`src/verilog/rx_chain_pkg.sv`:
```
// Shared types, register map and helpers of the receive decimation and IF conversion chain.
// Assumes one clock and a synchronous active-low reset in every user.
package rx_chain_pkg;

	typedef struct packed {
		logic signed [15:0] i;
		logic signed [15:0] q;
	} sample_t;

	typedef enum logic [1:0] {
		IFM_BYPASS = 2'h0,
		IFM_FILTER = 2'h1,
		IFM_INT2   = 2'h2,
		IFM_DEC2   = 2'h3
	} if_mode_t;

	typedef struct packed {
		logic [2:0]  front_sel;
		logic [1:0]  second_fixed_fir_dec;
		logic [1:0]  first_fixed_fir_dec;
		logic [1:0]  hb3_dec;
		logic [1:0]  hb2_dec;
		logic [1:0]  hb1_dec;
		logic        hb1_wide;
		logic [2:0]  programmable_fir_stage_dec;
		logic [1:0]  programmable_fir_stage_gain;
		logic [1:0]  programmable_fir_stage_taps;
		if_mode_t    if_mode;
		logic        real_if;
		logic        dual_band;
		logic [3:0]  chan_sel;
		logic [7:0]  shift_steps;
		logic [19:0] out_rate;
	} cfg_t;

	localparam logic [7:0] ADDR_CTRL   = 8'h00;
	localparam logic [7:0] ADDR_DECIM  = 8'h04;
	localparam logic [7:0] ADDR_MODE   = 8'h08;
	localparam logic [7:0] ADDR_SHIFT  = 8'h0C;
	localparam logic [7:0] ADDR_RATE   = 8'h10;
	localparam logic [7:0] ADDR_PROGRAMMABLE_FIR_STAGE   = 8'h14;
	localparam logic [7:0] ADDR_STATUS = 8'h18;
	localparam logic [7:0] ADDR_COUNT  = 8'h1C;

	localparam int POS_RUN = 0, POS_DUAL = 1, POS_REAL = 2;
	localparam int POS_FRONT = 0, POS_SECOND_FIXED_FIR = 3, POS_FIRST_FIXED_FIR = 5, POS_HB3 = 7;
	localparam int POS_HB2 = 9, POS_HB1 = 11, POS_WIDE = 13, POS_PROGRAMMABLE_FIR_STAGE = 14;
	localparam int POS_IFMODE = 0, POS_CHAN = 4, POS_GAIN = 0, POS_TAPS = 2;

	localparam logic [2:0]  FRONT_HALVERS = 3'h4;
	localparam logic [2:0]  FRONT_FIVE    = 3'h5;
	localparam logic [1:0]  DEC_BY_TWO    = 2'h2;
	localparam logic [2:0]  PROGRAMMABLE_FIR_STAGE_BY_TWO   = 3'h2;
	localparam logic [2:0]  PROGRAMMABLE_FIR_STAGE_BY_FOUR  = 3'h4;
	localparam logic [3:0]  CH_NONE       = 4'h0;
	localparam logic [3:0]  CH_FIRST_OBS  = 4'h5;
	localparam logic [3:0]  CH_LAST       = 4'hA;
	localparam logic [19:0] RATE_MIN_KHZ  = 20'h0_7800;
	localparam logic [19:0] RATE_MAX_KHZ  = 20'h5_A000;
	localparam logic [2:0]  DIVIDE_BY_FIVE_DECIMATOR_LAST     = 3'h4;
	localparam logic signed [27:0] DIVIDE_BY_FIVE_DECIMATOR_SCALE = 28'h000_00CD;

	localparam cfg_t CFG_RESET = '{
		front_sel: FRONT_HALVERS, second_fixed_fir_dec: 2'h1, first_fixed_fir_dec: 2'h1, hb3_dec: 2'h1,
		hb2_dec: 2'h1, hb1_dec: 2'h1, hb1_wide: 1'b0, programmable_fir_stage_dec: 3'h1,
		programmable_fir_stage_gain: 2'h1, programmable_fir_stage_taps: 2'h0, if_mode: IFM_BYPASS, real_if: 1'b0,
		dual_band: 1'b0, chan_sel: CH_NONE, shift_steps: 8'h00,
		out_rate: 20'h0_7800};

	// Half-sum of two samples, used as the pairwise filter of every halving stage.
	function automatic sample_t avg2(input sample_t a, input sample_t b);
		logic signed [16:0] si;
		logic signed [16:0] sq;
		si = 17'(a.i) + 17'(b.i);
		sq = 17'(a.q) + 17'(b.q);
		avg2.i = si[16:1];
		avg2.q = sq[16:1];
	endfunction : avg2

	// Rotation by a multiple of a quarter turn: a shift of 0, +1/4, 1/2 or -1/4 of the rate.
	function automatic sample_t rot90(input sample_t s, input logic [1:0] ph);
		unique case (ph)
			2'h0: rot90 = s;
			2'h1: rot90 = '{i: -s.q, q: s.i};
			2'h2: rot90 = '{i: -s.i, q: -s.q};
			2'h3: rot90 = '{i: s.q, q: -s.i};
		endcase
	endfunction : rot90

	function automatic logic is_obs(input logic [3:0] chan);
		is_obs = (chan >= CH_FIRST_OBS);
	endfunction : is_obs

endpackage : rx_chain_pkg

```
`src/verilog/decim2_stage.sv`:
```
// One halving filter stage with a sample-valid strobe beside its data.
// Assumes the input strobe never comes in two cycles back to back after the front.
`timescale 1ns/1ps
module decim2_stage
	import rx_chain_pkg::*;
(
	input  wire logic    clk,
	input  wire logic    reset_n,
	input  wire logic    bypass,
	input  wire logic    narrow,
	input  wire sample_t in_s,
	input  wire logic    in_valid,
	output sample_t      out_s,
	output logic         out_valid
);
	sample_t held_q, held_d, out_q, out_d;
	logic    phase_q, phase_d, valid_q, valid_d;

	always_comb
	begin
		held_d  = held_q;
		phase_d = phase_q;
		out_d   = out_q;
		valid_d = 1'b0;
		if (in_valid)
		begin
			if (bypass)
			begin
				out_d   = in_s;
				valid_d = 1'b1;
				phase_d = 1'b0;
			end
			else if (!phase_q)
			begin
				held_d  = in_s;
				phase_d = 1'b1;
			end
			else
			begin
				out_d   = narrow ? avg2(avg2(held_q, in_s), out_q) : avg2(held_q, in_s);
				valid_d = 1'b1;
				phase_d = 1'b0;
			end
		end
	end

	always_ff @(posedge clk)
	begin
		if (!reset_n)
		begin
			held_q  <= '0;
			out_q   <= '0;
			phase_q <= 1'b0;
			valid_q <= 1'b0;
		end
		else
		begin
			held_q  <= held_d;
			out_q   <= out_d;
			phase_q <= phase_d;
			valid_q <= valid_d;
		end
	end

	assign out_s     = out_q;
	assign out_valid = valid_q;
endmodule : decim2_stage

```
`src/verilog/rx_decimation_if_conversion.sv`:
```
// Receive decimation chain, programmable FIR stage and dual-band IF conversion.
// Assumes ADC samples synchronous to clk and a register master on a plain strobe port.
`timescale 1ns/1ps
module rx_decimation_if_conversion
	import rx_chain_pkg::*;
(
	input  wire logic        clk,
	input  wire logic        reset_n,
	input  wire logic [7:0]  reg_addr,
	input  wire logic [31:0] reg_wdata,
	input  wire logic        reg_wr,
	input  wire logic        reg_rd,
	output logic      [31:0] reg_rdata,
	input  wire sample_t     adc_in,
	input  wire logic        adc_valid,
	output sample_t          link_out,
	output logic             link_valid,
	output logic      [3:0]  link_chan,
	output logic             link_real
);
	cfg_t        cfg_q, cfg_d;
	logic        run_q, run_d;
	logic [31:0] rdata_q, rdata_d;
	logic        rate_err_q, rate_err_d;
	logic        taps_err_q, taps_err_d;
	logic [2:0]  proc_div_q, proc_div_d;
	logic [31:0] count_q, count_d;
	logic [2:0]  dec_log2;
	logic [4:0]  dec_ratio;

	////////////////////////////////////////////////////////////////////////////////
	// Register port.
	always_comb
	begin
		cfg_d   = cfg_q;
		run_d   = run_q;
		rdata_d = 32'h0000_0000;
		if (reg_wr && reg_addr == ADDR_CTRL)
			run_d = reg_wdata[POS_RUN];
		if (reg_wr && !run_q)
		begin
			unique case (reg_addr)
				ADDR_CTRL:
				begin
					cfg_d.dual_band = reg_wdata[POS_DUAL];
					cfg_d.real_if   = reg_wdata[POS_REAL];
				end
				ADDR_DECIM:
				begin
					cfg_d.front_sel = reg_wdata[POS_FRONT +: 3];
					cfg_d.second_fixed_fir_dec  = reg_wdata[POS_SECOND_FIXED_FIR +: 2];
					cfg_d.first_fixed_fir_dec  = reg_wdata[POS_FIRST_FIXED_FIR +: 2];
					cfg_d.hb3_dec   = reg_wdata[POS_HB3 +: 2];
					cfg_d.hb2_dec   = reg_wdata[POS_HB2 +: 2];
					cfg_d.hb1_dec   = reg_wdata[POS_HB1 +: 2];
					cfg_d.hb1_wide  = reg_wdata[POS_WIDE];
					cfg_d.programmable_fir_stage_dec  = reg_wdata[POS_PROGRAMMABLE_FIR_STAGE +: 3];
				end
				ADDR_MODE:
				begin
					cfg_d.if_mode  = if_mode_t'(reg_wdata[POS_IFMODE +: 2]);
					cfg_d.chan_sel = reg_wdata[POS_CHAN +: 4];
				end
				ADDR_SHIFT: cfg_d.shift_steps = reg_wdata[7:0];
				ADDR_RATE:  cfg_d.out_rate = reg_wdata[19:0];
				ADDR_PROGRAMMABLE_FIR_STAGE:
				begin
					cfg_d.programmable_fir_stage_gain = reg_wdata[POS_GAIN +: 2];
					cfg_d.programmable_fir_stage_taps = reg_wdata[POS_TAPS +: 2];
				end
				default: ;
			endcase
		end
		if (reg_rd)
		begin
			unique case (reg_addr)
				ADDR_CTRL:   rdata_d = {29'h0, cfg_q.real_if, cfg_q.dual_band, run_q};
				ADDR_DECIM:  rdata_d = {15'h0, cfg_q.programmable_fir_stage_dec, cfg_q.hb1_wide, cfg_q.hb1_dec,
					cfg_q.hb2_dec, cfg_q.hb3_dec, cfg_q.first_fixed_fir_dec, cfg_q.second_fixed_fir_dec,
					cfg_q.front_sel};
				ADDR_MODE:   rdata_d = {24'h0, cfg_q.chan_sel, 2'h0, cfg_q.if_mode};
				ADDR_SHIFT:  rdata_d = {24'h0, cfg_q.shift_steps};
				ADDR_RATE:   rdata_d = {12'h0, cfg_q.out_rate};
				ADDR_PROGRAMMABLE_FIR_STAGE:   rdata_d = {28'h0, cfg_q.programmable_fir_stage_taps, cfg_q.programmable_fir_stage_gain};
				ADDR_STATUS: rdata_d = {26'h0, run_q, proc_div_q, taps_err_q, rate_err_q};
				ADDR_COUNT:  rdata_d = count_q;
				default:     rdata_d = 32'h0000_0000;
			endcase
		end
	end

	// Status: rate window, tap budget and processing-clock divider.
	always_comb
	begin
		dec_log2 = {2'h0, cfg_q.hb2_dec == DEC_BY_TWO} + {2'h0, cfg_q.hb1_dec == DEC_BY_TWO}
			+ ((cfg_q.programmable_fir_stage_dec == PROGRAMMABLE_FIR_STAGE_BY_TWO) ? 3'h1 : 3'h0)
			+ ((cfg_q.programmable_fir_stage_dec == PROGRAMMABLE_FIR_STAGE_BY_FOUR) ? 3'h2 : 3'h0);
		dec_ratio = 5'(5'h01 << dec_log2);
		rate_err_d = (cfg_q.out_rate < RATE_MIN_KHZ) || (cfg_q.out_rate > RATE_MAX_KHZ);
		// taps need 24 per unit of rate ratio
		taps_err_d = (cfg_q.programmable_fir_stage_taps == 2'h3) || ({3'h0, cfg_q.programmable_fir_stage_taps} >= dec_ratio);
		proc_div_d = (cfg_q.front_sel == FRONT_FIVE) ? 3'h5 : 3'h4;
		count_d = link_valid ? count_q + 32'h0000_0001 : count_q;
	end

	always_ff @(posedge clk)
	begin
		if (!reset_n)
		begin
			cfg_q      <= CFG_RESET;
			run_q      <= 1'b0;
			rdata_q    <= 32'h0000_0000;
			rate_err_q <= 1'b0;
			taps_err_q <= 1'b0;
			proc_div_q <= 3'h4;
			count_q    <= 32'h0000_0000;
		end
		else
		begin
			cfg_q      <= cfg_d;
			run_q      <= run_d;
			rdata_q    <= rdata_d;
			rate_err_q <= rate_err_d;
			taps_err_q <= taps_err_d;
			proc_div_q <= proc_div_d;
			count_q    <= count_d;
		end
	end

	assign reg_rdata = rdata_q;

	////////////////////////////////////////////////////////////////////////////////
	// Front divide-by-five decimator.
	logic signed [18:0] acc_i_q, acc_i_d, acc_q_q, acc_q_d;
	logic        [2:0]  cnt5_q, cnt5_d;
	sample_t            d5_q, d5_d;
	logic               d5v_q, d5v_d;
	logic               front5;

	function automatic logic signed [15:0] scale5(input logic signed [18:0] s);
		logic signed [27:0] p;
		p = 28'(s) * DIVIDE_BY_FIVE_DECIMATOR_SCALE;
		scale5 = p[25:10];
	endfunction : scale5

	always_comb
	begin
		front5  = (cfg_q.front_sel == FRONT_FIVE);
		acc_i_d = acc_i_q;
		acc_q_d = acc_q_q;
		cnt5_d  = cnt5_q;
		d5_d    = d5_q;
		d5v_d   = 1'b0;
		if (adc_valid && front5 && run_q)
		begin
			if (cnt5_q == DIVIDE_BY_FIVE_DECIMATOR_LAST)
			begin
				d5_d.i  = scale5(acc_i_q + 19'(adc_in.i));
				d5_d.q  = scale5(acc_q_q + 19'(adc_in.q));
				d5v_d   = 1'b1;
				acc_i_d = '0;
				acc_q_d = '0;
				cnt5_d  = 3'h0;
			end
			else
			begin
				acc_i_d = acc_i_q + 19'(adc_in.i);
				acc_q_d = acc_q_q + 19'(adc_in.q);
				cnt5_d  = cnt5_q + 3'h1;
			end
		end
	end

	always_ff @(posedge clk)
	begin
		if (!reset_n)
		begin
			acc_i_q <= '0;
			acc_q_q <= '0;
			cnt5_q  <= 3'h0;
			d5_q    <= '0;
			d5v_q   <= 1'b0;
		end
		else
		begin
			acc_i_q <= acc_i_d;
			acc_q_q <= acc_q_d;
			cnt5_q  <= cnt5_d;
			d5_q    <= d5_d;
			d5v_q   <= d5v_d;
		end
	end

	////////////////////////////////////////////////////////////////////////////////
	// Halving chain: fixed FIR two, fixed FIR one, half-bands three, two, one, FIR x2 x2.
	logic    [6:0] byp, nar;
	sample_t       st_in [7];
	sample_t       st_out [7];
	logic    [6:0] st_iv, st_ov;

	always_comb
	begin
		// fixed FIR two ignored for observation
		byp[0] = (cfg_q.second_fixed_fir_dec != DEC_BY_TWO) || is_obs(cfg_q.chan_sel);
		byp[1] = (cfg_q.first_fixed_fir_dec != DEC_BY_TWO);
		byp[2] = (cfg_q.hb3_dec != DEC_BY_TWO);
		byp[3] = (cfg_q.hb2_dec != DEC_BY_TWO);
		byp[4] = (cfg_q.hb1_dec != DEC_BY_TWO);
		// FIR decimation 1, 2 or 4
		byp[5] = (cfg_q.programmable_fir_stage_dec != PROGRAMMABLE_FIR_STAGE_BY_TWO) && (cfg_q.programmable_fir_stage_dec != PROGRAMMABLE_FIR_STAGE_BY_FOUR);
		byp[6] = (cfg_q.programmable_fir_stage_dec != PROGRAMMABLE_FIR_STAGE_BY_FOUR);
		nar    = {2'h0, !cfg_q.hb1_wide && !is_obs(cfg_q.chan_sel), 4'h0};
	end

	for (genvar k = 0; k < 7; k++)
	begin : chain_g
		if (k == 0)
		begin : head_g
			assign st_in[k] = adc_in;
			assign st_iv[k] = adc_valid && !front5 && run_q;
		end
		else if (k == 3)
		begin : join_g
			assign st_in[k] = front5 ? d5_q : st_out[k-1];
			assign st_iv[k] = front5 ? d5v_q : st_ov[k-1];
		end
		else
		begin : link_g
			assign st_in[k] = st_out[k-1];
			assign st_iv[k] = st_ov[k-1];
		end
		decim2_stage stage_u (
			.clk       (clk),
			.reset_n   (reset_n),
			.bypass    (byp[k]),
			.narrow    (nar[k]),
			.in_s      (st_in[k]),
			.in_valid  (st_iv[k]),
			.out_s     (st_out[k]),
			.out_valid (st_ov[k])
		);
	end

	// FIR gain block; its output stream is the profile rate.
	sample_t pf_q, pf_d;
	logic    pfv_q;

	function automatic logic signed [15:0] gain(input logic signed [15:0] x,
		input logic [1:0] g);
		unique case (g)
			2'h0: gain = x <<< 1;
			2'h1: gain = x;
			2'h2: gain = x >>> 1;
			2'h3: gain = x >>> 2;
		endcase
	endfunction : gain

	always_comb
	begin
		pf_d.i = gain(st_out[6].i, cfg_q.programmable_fir_stage_gain);
		pf_d.q = gain(st_out[6].q, cfg_q.programmable_fir_stage_gain);
	end

	always_ff @(posedge clk)
	begin
		if (!reset_n)
		begin
			pf_q  <= '0;
			pfv_q <= 1'b0;
		end
		else
		begin
			pf_q  <= pf_d;
			pfv_q <= st_ov[6];
		end
	end

	////////////////////////////////////////////////////////////////////////////////
	// IF conversion: two band paths of shift, interpolate, half-band, decimate, shift.
	// two band paths
	for (genvar b = 0; b < 2; b++)
	begin : band_g
		logic [1:0] ph1_q, ph1_d, ph2_q, ph2_d;
		sample_t    r1_q, r1_d, ip_q, ip_d, prev_q, prev_d, hb_q, hb_d, r2_q, r2_d;
		logic       r1v_q, r1v_d, ipv_q, ipv_d, pend_q, pend_d, hbv_q, hbv_d;
		logic       dph_q, dph_d, r2v_q, r2v_d, en;

		// each band shifts the shared FIR output by its own steps
		always_comb
		begin
			en     = (b == 0) || cfg_q.dual_band;
			ph1_d  = ph1_q;
			ph2_d  = ph2_q;
			r1_d   = r1_q;
			r1v_d  = pfv_q && en;
			if (pfv_q && en)
			begin
				r1_d  = rot90(pf_q, ph1_q);
				ph1_d = ph1_q + cfg_q.shift_steps[b*4 +: 2];
			end
			ip_d   = r1v_q ? r1_q : ip_q;
			ipv_d  = r1v_q || pend_q;
			pend_d = r1v_q && (cfg_q.if_mode == IFM_INT2);
			prev_d = ipv_q ? ip_q : prev_q;
			hb_d   = !ipv_q ? hb_q :
				(cfg_q.if_mode == IFM_BYPASS) ? ip_q : avg2(prev_q, ip_q);
			hbv_d  = ipv_q;
			dph_d  = dph_q;
			r2_d   = r2_q;
			r2v_d  = 1'b0;
			if (hbv_q)
			begin
				dph_d = (cfg_q.if_mode == IFM_DEC2) ? !dph_q : 1'b0;
				if (!dph_q || cfg_q.if_mode != IFM_DEC2)
				begin
					r2_d  = rot90(hb_q, ph2_q);
					r2v_d = 1'b1;
					ph2_d = ph2_q + cfg_q.shift_steps[b*4+2 +: 2];
				end
			end
		end

		always_ff @(posedge clk)
		begin
			if (!reset_n)
			begin
				ph1_q  <= 2'h0;
				ph2_q  <= 2'h0;
				r1_q   <= '0;
				ip_q   <= '0;
				prev_q <= '0;
				hb_q   <= '0;
				r2_q   <= '0;
				r1v_q  <= 1'b0;
				ipv_q  <= 1'b0;
				pend_q <= 1'b0;
				hbv_q  <= 1'b0;
				dph_q  <= 1'b0;
				r2v_q  <= 1'b0;
			end
			else
			begin
				ph1_q  <= ph1_d;
				ph2_q  <= ph2_d;
				r1_q   <= r1_d;
				ip_q   <= ip_d;
				prev_q <= prev_d;
				hb_q   <= hb_d;
				r2_q   <= r2_d;
				r1v_q  <= r1v_d;
				ipv_q  <= ipv_d;
				pend_q <= pend_d;
				hbv_q  <= hbv_d;
				dph_q  <= dph_d;
				r2v_q  <= r2v_d;
			end
		end
	end

	////////////////////////////////////////////////////////////////////////////////
	// Link output.
	sample_t    out_q, out_d;
	logic       ov_q, ov_d, real_q;
	logic [3:0] chan_q;

	always_comb
	begin
		out_d = cfg_q.dual_band ? avg2(band_g[0].r2_q, band_g[1].r2_q) : band_g[0].r2_q;
		if (cfg_q.real_if)
			out_d.q = 16'h0000;
		ov_d = band_g[0].r2v_q && (cfg_q.chan_sel != CH_NONE) && (cfg_q.chan_sel <= CH_LAST);
	end

	always_ff @(posedge clk)
	begin
		if (!reset_n)
		begin
			out_q  <= '0;
			ov_q   <= 1'b0;
			real_q <= 1'b0;
			chan_q <= CH_NONE;
		end
		else
		begin
			out_q  <= ov_d ? out_d : out_q;
			ov_q   <= ov_d;
			real_q <= cfg_q.real_if;
			chan_q <= cfg_q.chan_sel;
		end
	end

	assign link_out   = out_q;
	assign link_valid = ov_q;
	assign link_chan  = chan_q;
	assign link_real  = real_q;
endmodule : rx_decimation_if_conversion
```
`config.mk`:
```
export PLATFORM = sky130hd
export DESIGN_NAME = rx_decimation_if_conversion
export DESIGN_NICKNAME = d
export VERILOG_FILES = /design/src/verilog/rx_chain_pkg.sv /design/src/verilog/decim2_stage.sv /design/src/verilog/rx_decimation_if_conversion.sv
export SDC_FILE = /design/constraint.sdc
export NUM_CORES = 2
export LEC_CHECK = 0
export BUFFER_PORTS_ARGS = -buffer_cell sky130_fd_sc_hd__buf_4
export CAP_MARGIN = 10
export CORE_MARGIN = 4
export CORE_UTILIZATION = 25
export CTS_CLUSTER_DIAMETER = 60
export CTS_CLUSTER_SIZE = 16
export DETAILED_ROUTE_END_ITERATION = 16
export PLACE_DENSITY = 0.46
export REMOVE_ABC_BUFFERS = 1
export SETUP_SLACK_MARGIN = 0.1
export SLEW_MARGIN = 40
export SYNTH_ARGS = -nofsm -noshare
export SYNTH_HDL_FRONTEND = slang
export SYNTH_SLANG_ARGS = --single-unit
```
`constraint.sdc`:
```
create_clock -name clk -period 12 [get_ports clk]
set_input_delay 1.8 -clock clk [delete_from_list [all_inputs] [get_ports clk]]
set_output_delay 1.8 -clock clk [all_outputs]
set_load 0.02 [all_outputs]
```
==> impl_metrics.tcl <==
set metrics [dict create \
    rsz0062_at_grt "false" \
    layout.nets 9013 \
    path_clk_slew_ns 0.06 \
    synth_edf_count 0 \
    p_comb_frac 0.136 \
    via_per_inst 4.78 \
    ir_worst_vdd_uv 107 \
    ys_types 87 \
    core_um2 269000 \
    status "completed" \
    cts_tree "done" \
    rows 190 \
    drtAntennaViolNets 0 \
    cts_resized 0 \
    sw_frac_of_total 0.277 \
    crit_arrival_ns 8.34 \
    drive_above_1_share 0.0731 \
    dieArea_um2 279000 \
    initial_core_util 0.252 \
    dp_slack_ns 3.42 \
    max_stage_delay_ns 0.57 \
    clock_latency_ns 0.74 \
    ys_ff_latch 1071 \
    clock-root-buffer "clkbuf_16" \
    p_leak_uw 0.0296 \
    crit_buf_inv 4 \
    hp-class "reg -> reg" \
    fmax_ghz 0.130 \
    numPortBuffers 134 \
    synth-seq-area-share 0.317 \
    skew_ns 0.0280 \
    antenna_found_initial 2 \
    p_switching_uw 2290 \
    cp_max_fo 6 \
    gp_congestion 0.815 \
    syn2layout_area_growth_pct 12.4 \
    clock-sinks 1071 \
    netlist_instances 8413 \
    seqPwrFrac 0.430 \
    dpl.cell_count 11700 \
    die_h_um 528 \
    synth_flop_cell "dfxtp_1" \
    avgSynthCellArea_um2 8.03 \
    clock_power_share 0.434 \
    critPathKind "in -> reg" \
    wl_per_cell_um 15.7 \
    critPathLaunchType "primary input" \
    dp.final_hpwl_um 140000 \
    finalNonFillerCells 11900 \
    max-clock-path-buffers 3 \
    setup_viol_count_final 0 \
    drt-total-wl_um 188000 \
    power.density_nw_per_um2 109 \
    post_cts_buffers 0 \
    slew_headroom 0.451 \
    period_needed_ns 7.72 \
    cp-end-kind "register" \
    syn_area_um2 67600 \
    cap_violations 0 \
    finalPower_uw 8260 \
    design_area_um2 75900 \
    dr.pass1.iters 6 \
    initialDrtViolationCount 2795 \
    slowest_stage "xnor2_1" \
    grt_pass1_vias 56000 \
    layout_setup_ws_ns 4.28 \
    grt.total_usage 0.131 \
    tightest_slew_ns 0.818 \
    die_x_um 528 \
    ys_warn_count 0 \
    via_count 57000 \
    p_int_uw 5970 \
    grt_pass1_wl_um 304000 \
    cts.htree.levels 3 \
    crit_family "compound AO/OA/AOI/OAI gates" \
    ios 147 \
    drv_slew 0 \
    hold_viol 0 \
    placed_cell_area_um2 72200 \
    cts_inserted_buffers 106 \
    finalCritPeriodShare 0.643 \
    overflow 0 \
    synthArstFlopShare 0 \
    post-route-drc-count 0 \
    ctsHoldBuffers 0 \
    grt_max_degree 133 \
    cp.required_ns 12.62 \
]
==> path summary, 6_finish.rpt <==
path,from,end,slack (ns),cells past startpoint
setup reg to reg,acc_i_q[0],d5_q[31],5.17,26
hold / removal,chain_g[6].stage_u.out_valid,band_g[0].r1v_d,0.43,1
setup / recovery,adc_in[16],d5_q[31],4.28,27
hold reg to reg,chain_g[6].stage_u.out_valid,band_g[0].r1v_d,0.43,1
==> layout by cell type (no fill, tap or decap), drive strengths merged, types with 21 or more instances in the layout <==
master / n
nand2b: 78
mux2i: 213
o21a: 40
and3: 73
clkbuf: 118
buf: 225
nand2: 1253
xor2: 162
inv: 482
o31ai: 22
a22oi: 76
clkinv: 29
ha: 554
nor2: 833
xnor2: 258
a311oi: 91
nor2b: 69
a31o: 27
nor3: 173
dfxtp: 1071
o211ai: 102
or2: 21
a21boi: 21
and2: 70
o311ai: 26
a31oi: 71
o21ai: 383
o2111ai: 33
a21o: 83
nand3: 220
mux4: 71
a211oi: 116
o21bai: 43
a21oi: 799
nor4: 21
or3: 84
fa: 109
==> area by class of cell <==
class                      count  area (um^2)
fill                       28800       193000
multi-input combinational   6412        42900
sequential                  1071        21500
tap                         3552         4440
clock buffer                 118         2760
timing repair buffer         225         1760
inverter                     457         1730
clock inverter                77          920
antenna                        2         5.00
==> kinds of logic (layout without fill, tap and decap cells) <==
kind of cell | count (synthesis) | in the layout | synth area share
xor gates and xnor gates | 420 | 420 | 0.0544
muxes | 302 | 302 | 0.0585
and+or+nand+nor | 2952 | 2952 | 0.191
buffers and inverters | 930 | 877 | 0.0521
DFF | 1071 | 1071 | 0.317
other | 0 | 2 | 0
adders and majority gates | 663 | 663 | 0.135
AOI/OAI and AO/OA | 2075 | 2075 | 0.192
==> flip-flops by register name, summed over array words and instances (netlist names), 4 cells and up <==
| register | flops |
|---|---|
| pf_q | 32 |
| link_chan | 4 |
| count_q | 32 |
| band_g.hb_q | 64 |
| band_g.ph2_q | 4 |
| chain_g.stage_u.out_s | 224 |
| acc_i_q | 19 |
| band_g.ph1_q | 4 |
| d5_q | 32 |
| band_g.r1_q | 64 |
| band_g.r2_q | 64 |
| reg_rdata | 32 |
| acc_q_q | 19 |
| chain_g.stage_u.held_q | 224 |
| chain_g.stage_u.phase_q | 7 |
| band_g.ip_q | 64 |
| chain_g.stage_u.out_valid | 7 |
| band_g.prev_q | 64 |
| link_out | 32 |
| cfg_q | 56 |
==> cell usage after synthesis, types with 13 or more instances <==
library cell | number | area, um^2
nand2_1 | 1252 | 4700
dfxtp_1 | 1071 | 21400
nor2_1 | 833 | 3130
a21oi_1 | 799 | 4000
ha_1 | 554 | 6930
inv_1 | 454 | 1700
clkbuf_1 | 408 | 1530
o21ai_0 | 381 | 1910
xnor2_1 | 258 | 2260
nand3_1 | 220 | 1100
mux2i_1 | 213 | 2130
nor3_1 | 172 | 861
xor2_1 | 162 | 1420
a211oi_1 | 115 | 863
fa_1 | 109 | 2180
o211ai_1 | 102 | 766
a311oi_1 | 89 | 780
a21o_1 | 83 | 623
or3_1 | 80 | 500
nand2b_1 | 77 | 482
a22oi_1 | 76 | 571
and3_1 | 73 | 457
a31oi_1 | 71 | 444
and2_1 | 69 | 432
nor2b_1 | 69 | 432
mux4_2 | 65 | 1460
buf_1 | 50 | 188
o21bai_1 | 43 | 323
o21a_1 | 40 | 300
o2111ai_1 | 33 | 289
a31o_2 | 27 | 236
o311ai_0 | 25 | 219
o31ai_1 | 22 | 165
a21boi_0 | 21 | 158
or2_2 | 21 | 131
a221oi_1 | 20 | 175
a2111oi_0 | 19 | 166
nor4_1 | 19 | 119
mux2_2 | 18 | 203
nand4_1 | 18 | 113
nand3b_1 | 14 | 105
o41ai_1 | 13 | 114
==> power by group through the flow <==
stage	combinational (uW)	sequential [uW]	clock [uW]
finish	1120	3550	3590
global route	1310	3550	3850
CTS	1150	3550	3720
detailed placement	1140	3630	0
global placement	1140	3630	0
floorplan	851	3630	0
==> metrics by stage <==
stage / utilization / setup TNS (ns) / hold slack (ns)
final: 0.283 / 0 / 0.428
after global routing: 0.283 / 0 / 0.436
after CTS: 0.283 / 0 / 0.433
after detailed placement: 0.269 / 0 / 0.419
after global placement: 0.268 / 0 / 0.418
after floorplan: - / -2353.30 / 0.411
==> worst reg2reg max path, stage by stage (launching register included) <==
cell      delay, ns
dfxtp_1        0.34
ha_1           0.17
inv_1          0.06
fa_1           0.40
nor2b_1        0.16
o31a_1         0.22
o21a_1         0.19
a21oi_1        0.12
xnor2_1        0.57
xor2_1         0.17
ha_1           0.35
fa_1           0.53
inv_1          0.05
fa_1           0.47
inv_1          0.04
ha_1           0.28
and4b_1        0.19
a221oi_1       0.44
o211ai_1       0.26
o31a_1         0.34
a31oi_1        0.34
o21ai_0        0.17
a31oi_1        0.27
o21bai_1       0.11
xnor2_1        0.13
xor2_1         0.15
a22o_1         0.19
==> per-layer routing <==
metal	routed length, um	vias to the layer above	track usage
met5	0	-	0
met4	5540	0	0.0381
met3	5090	267	0.0148
met2	92900	781	0.238
met1	84100	26700	0.162
li1	-	29200	-
Power figures use the tool's default switching activity.
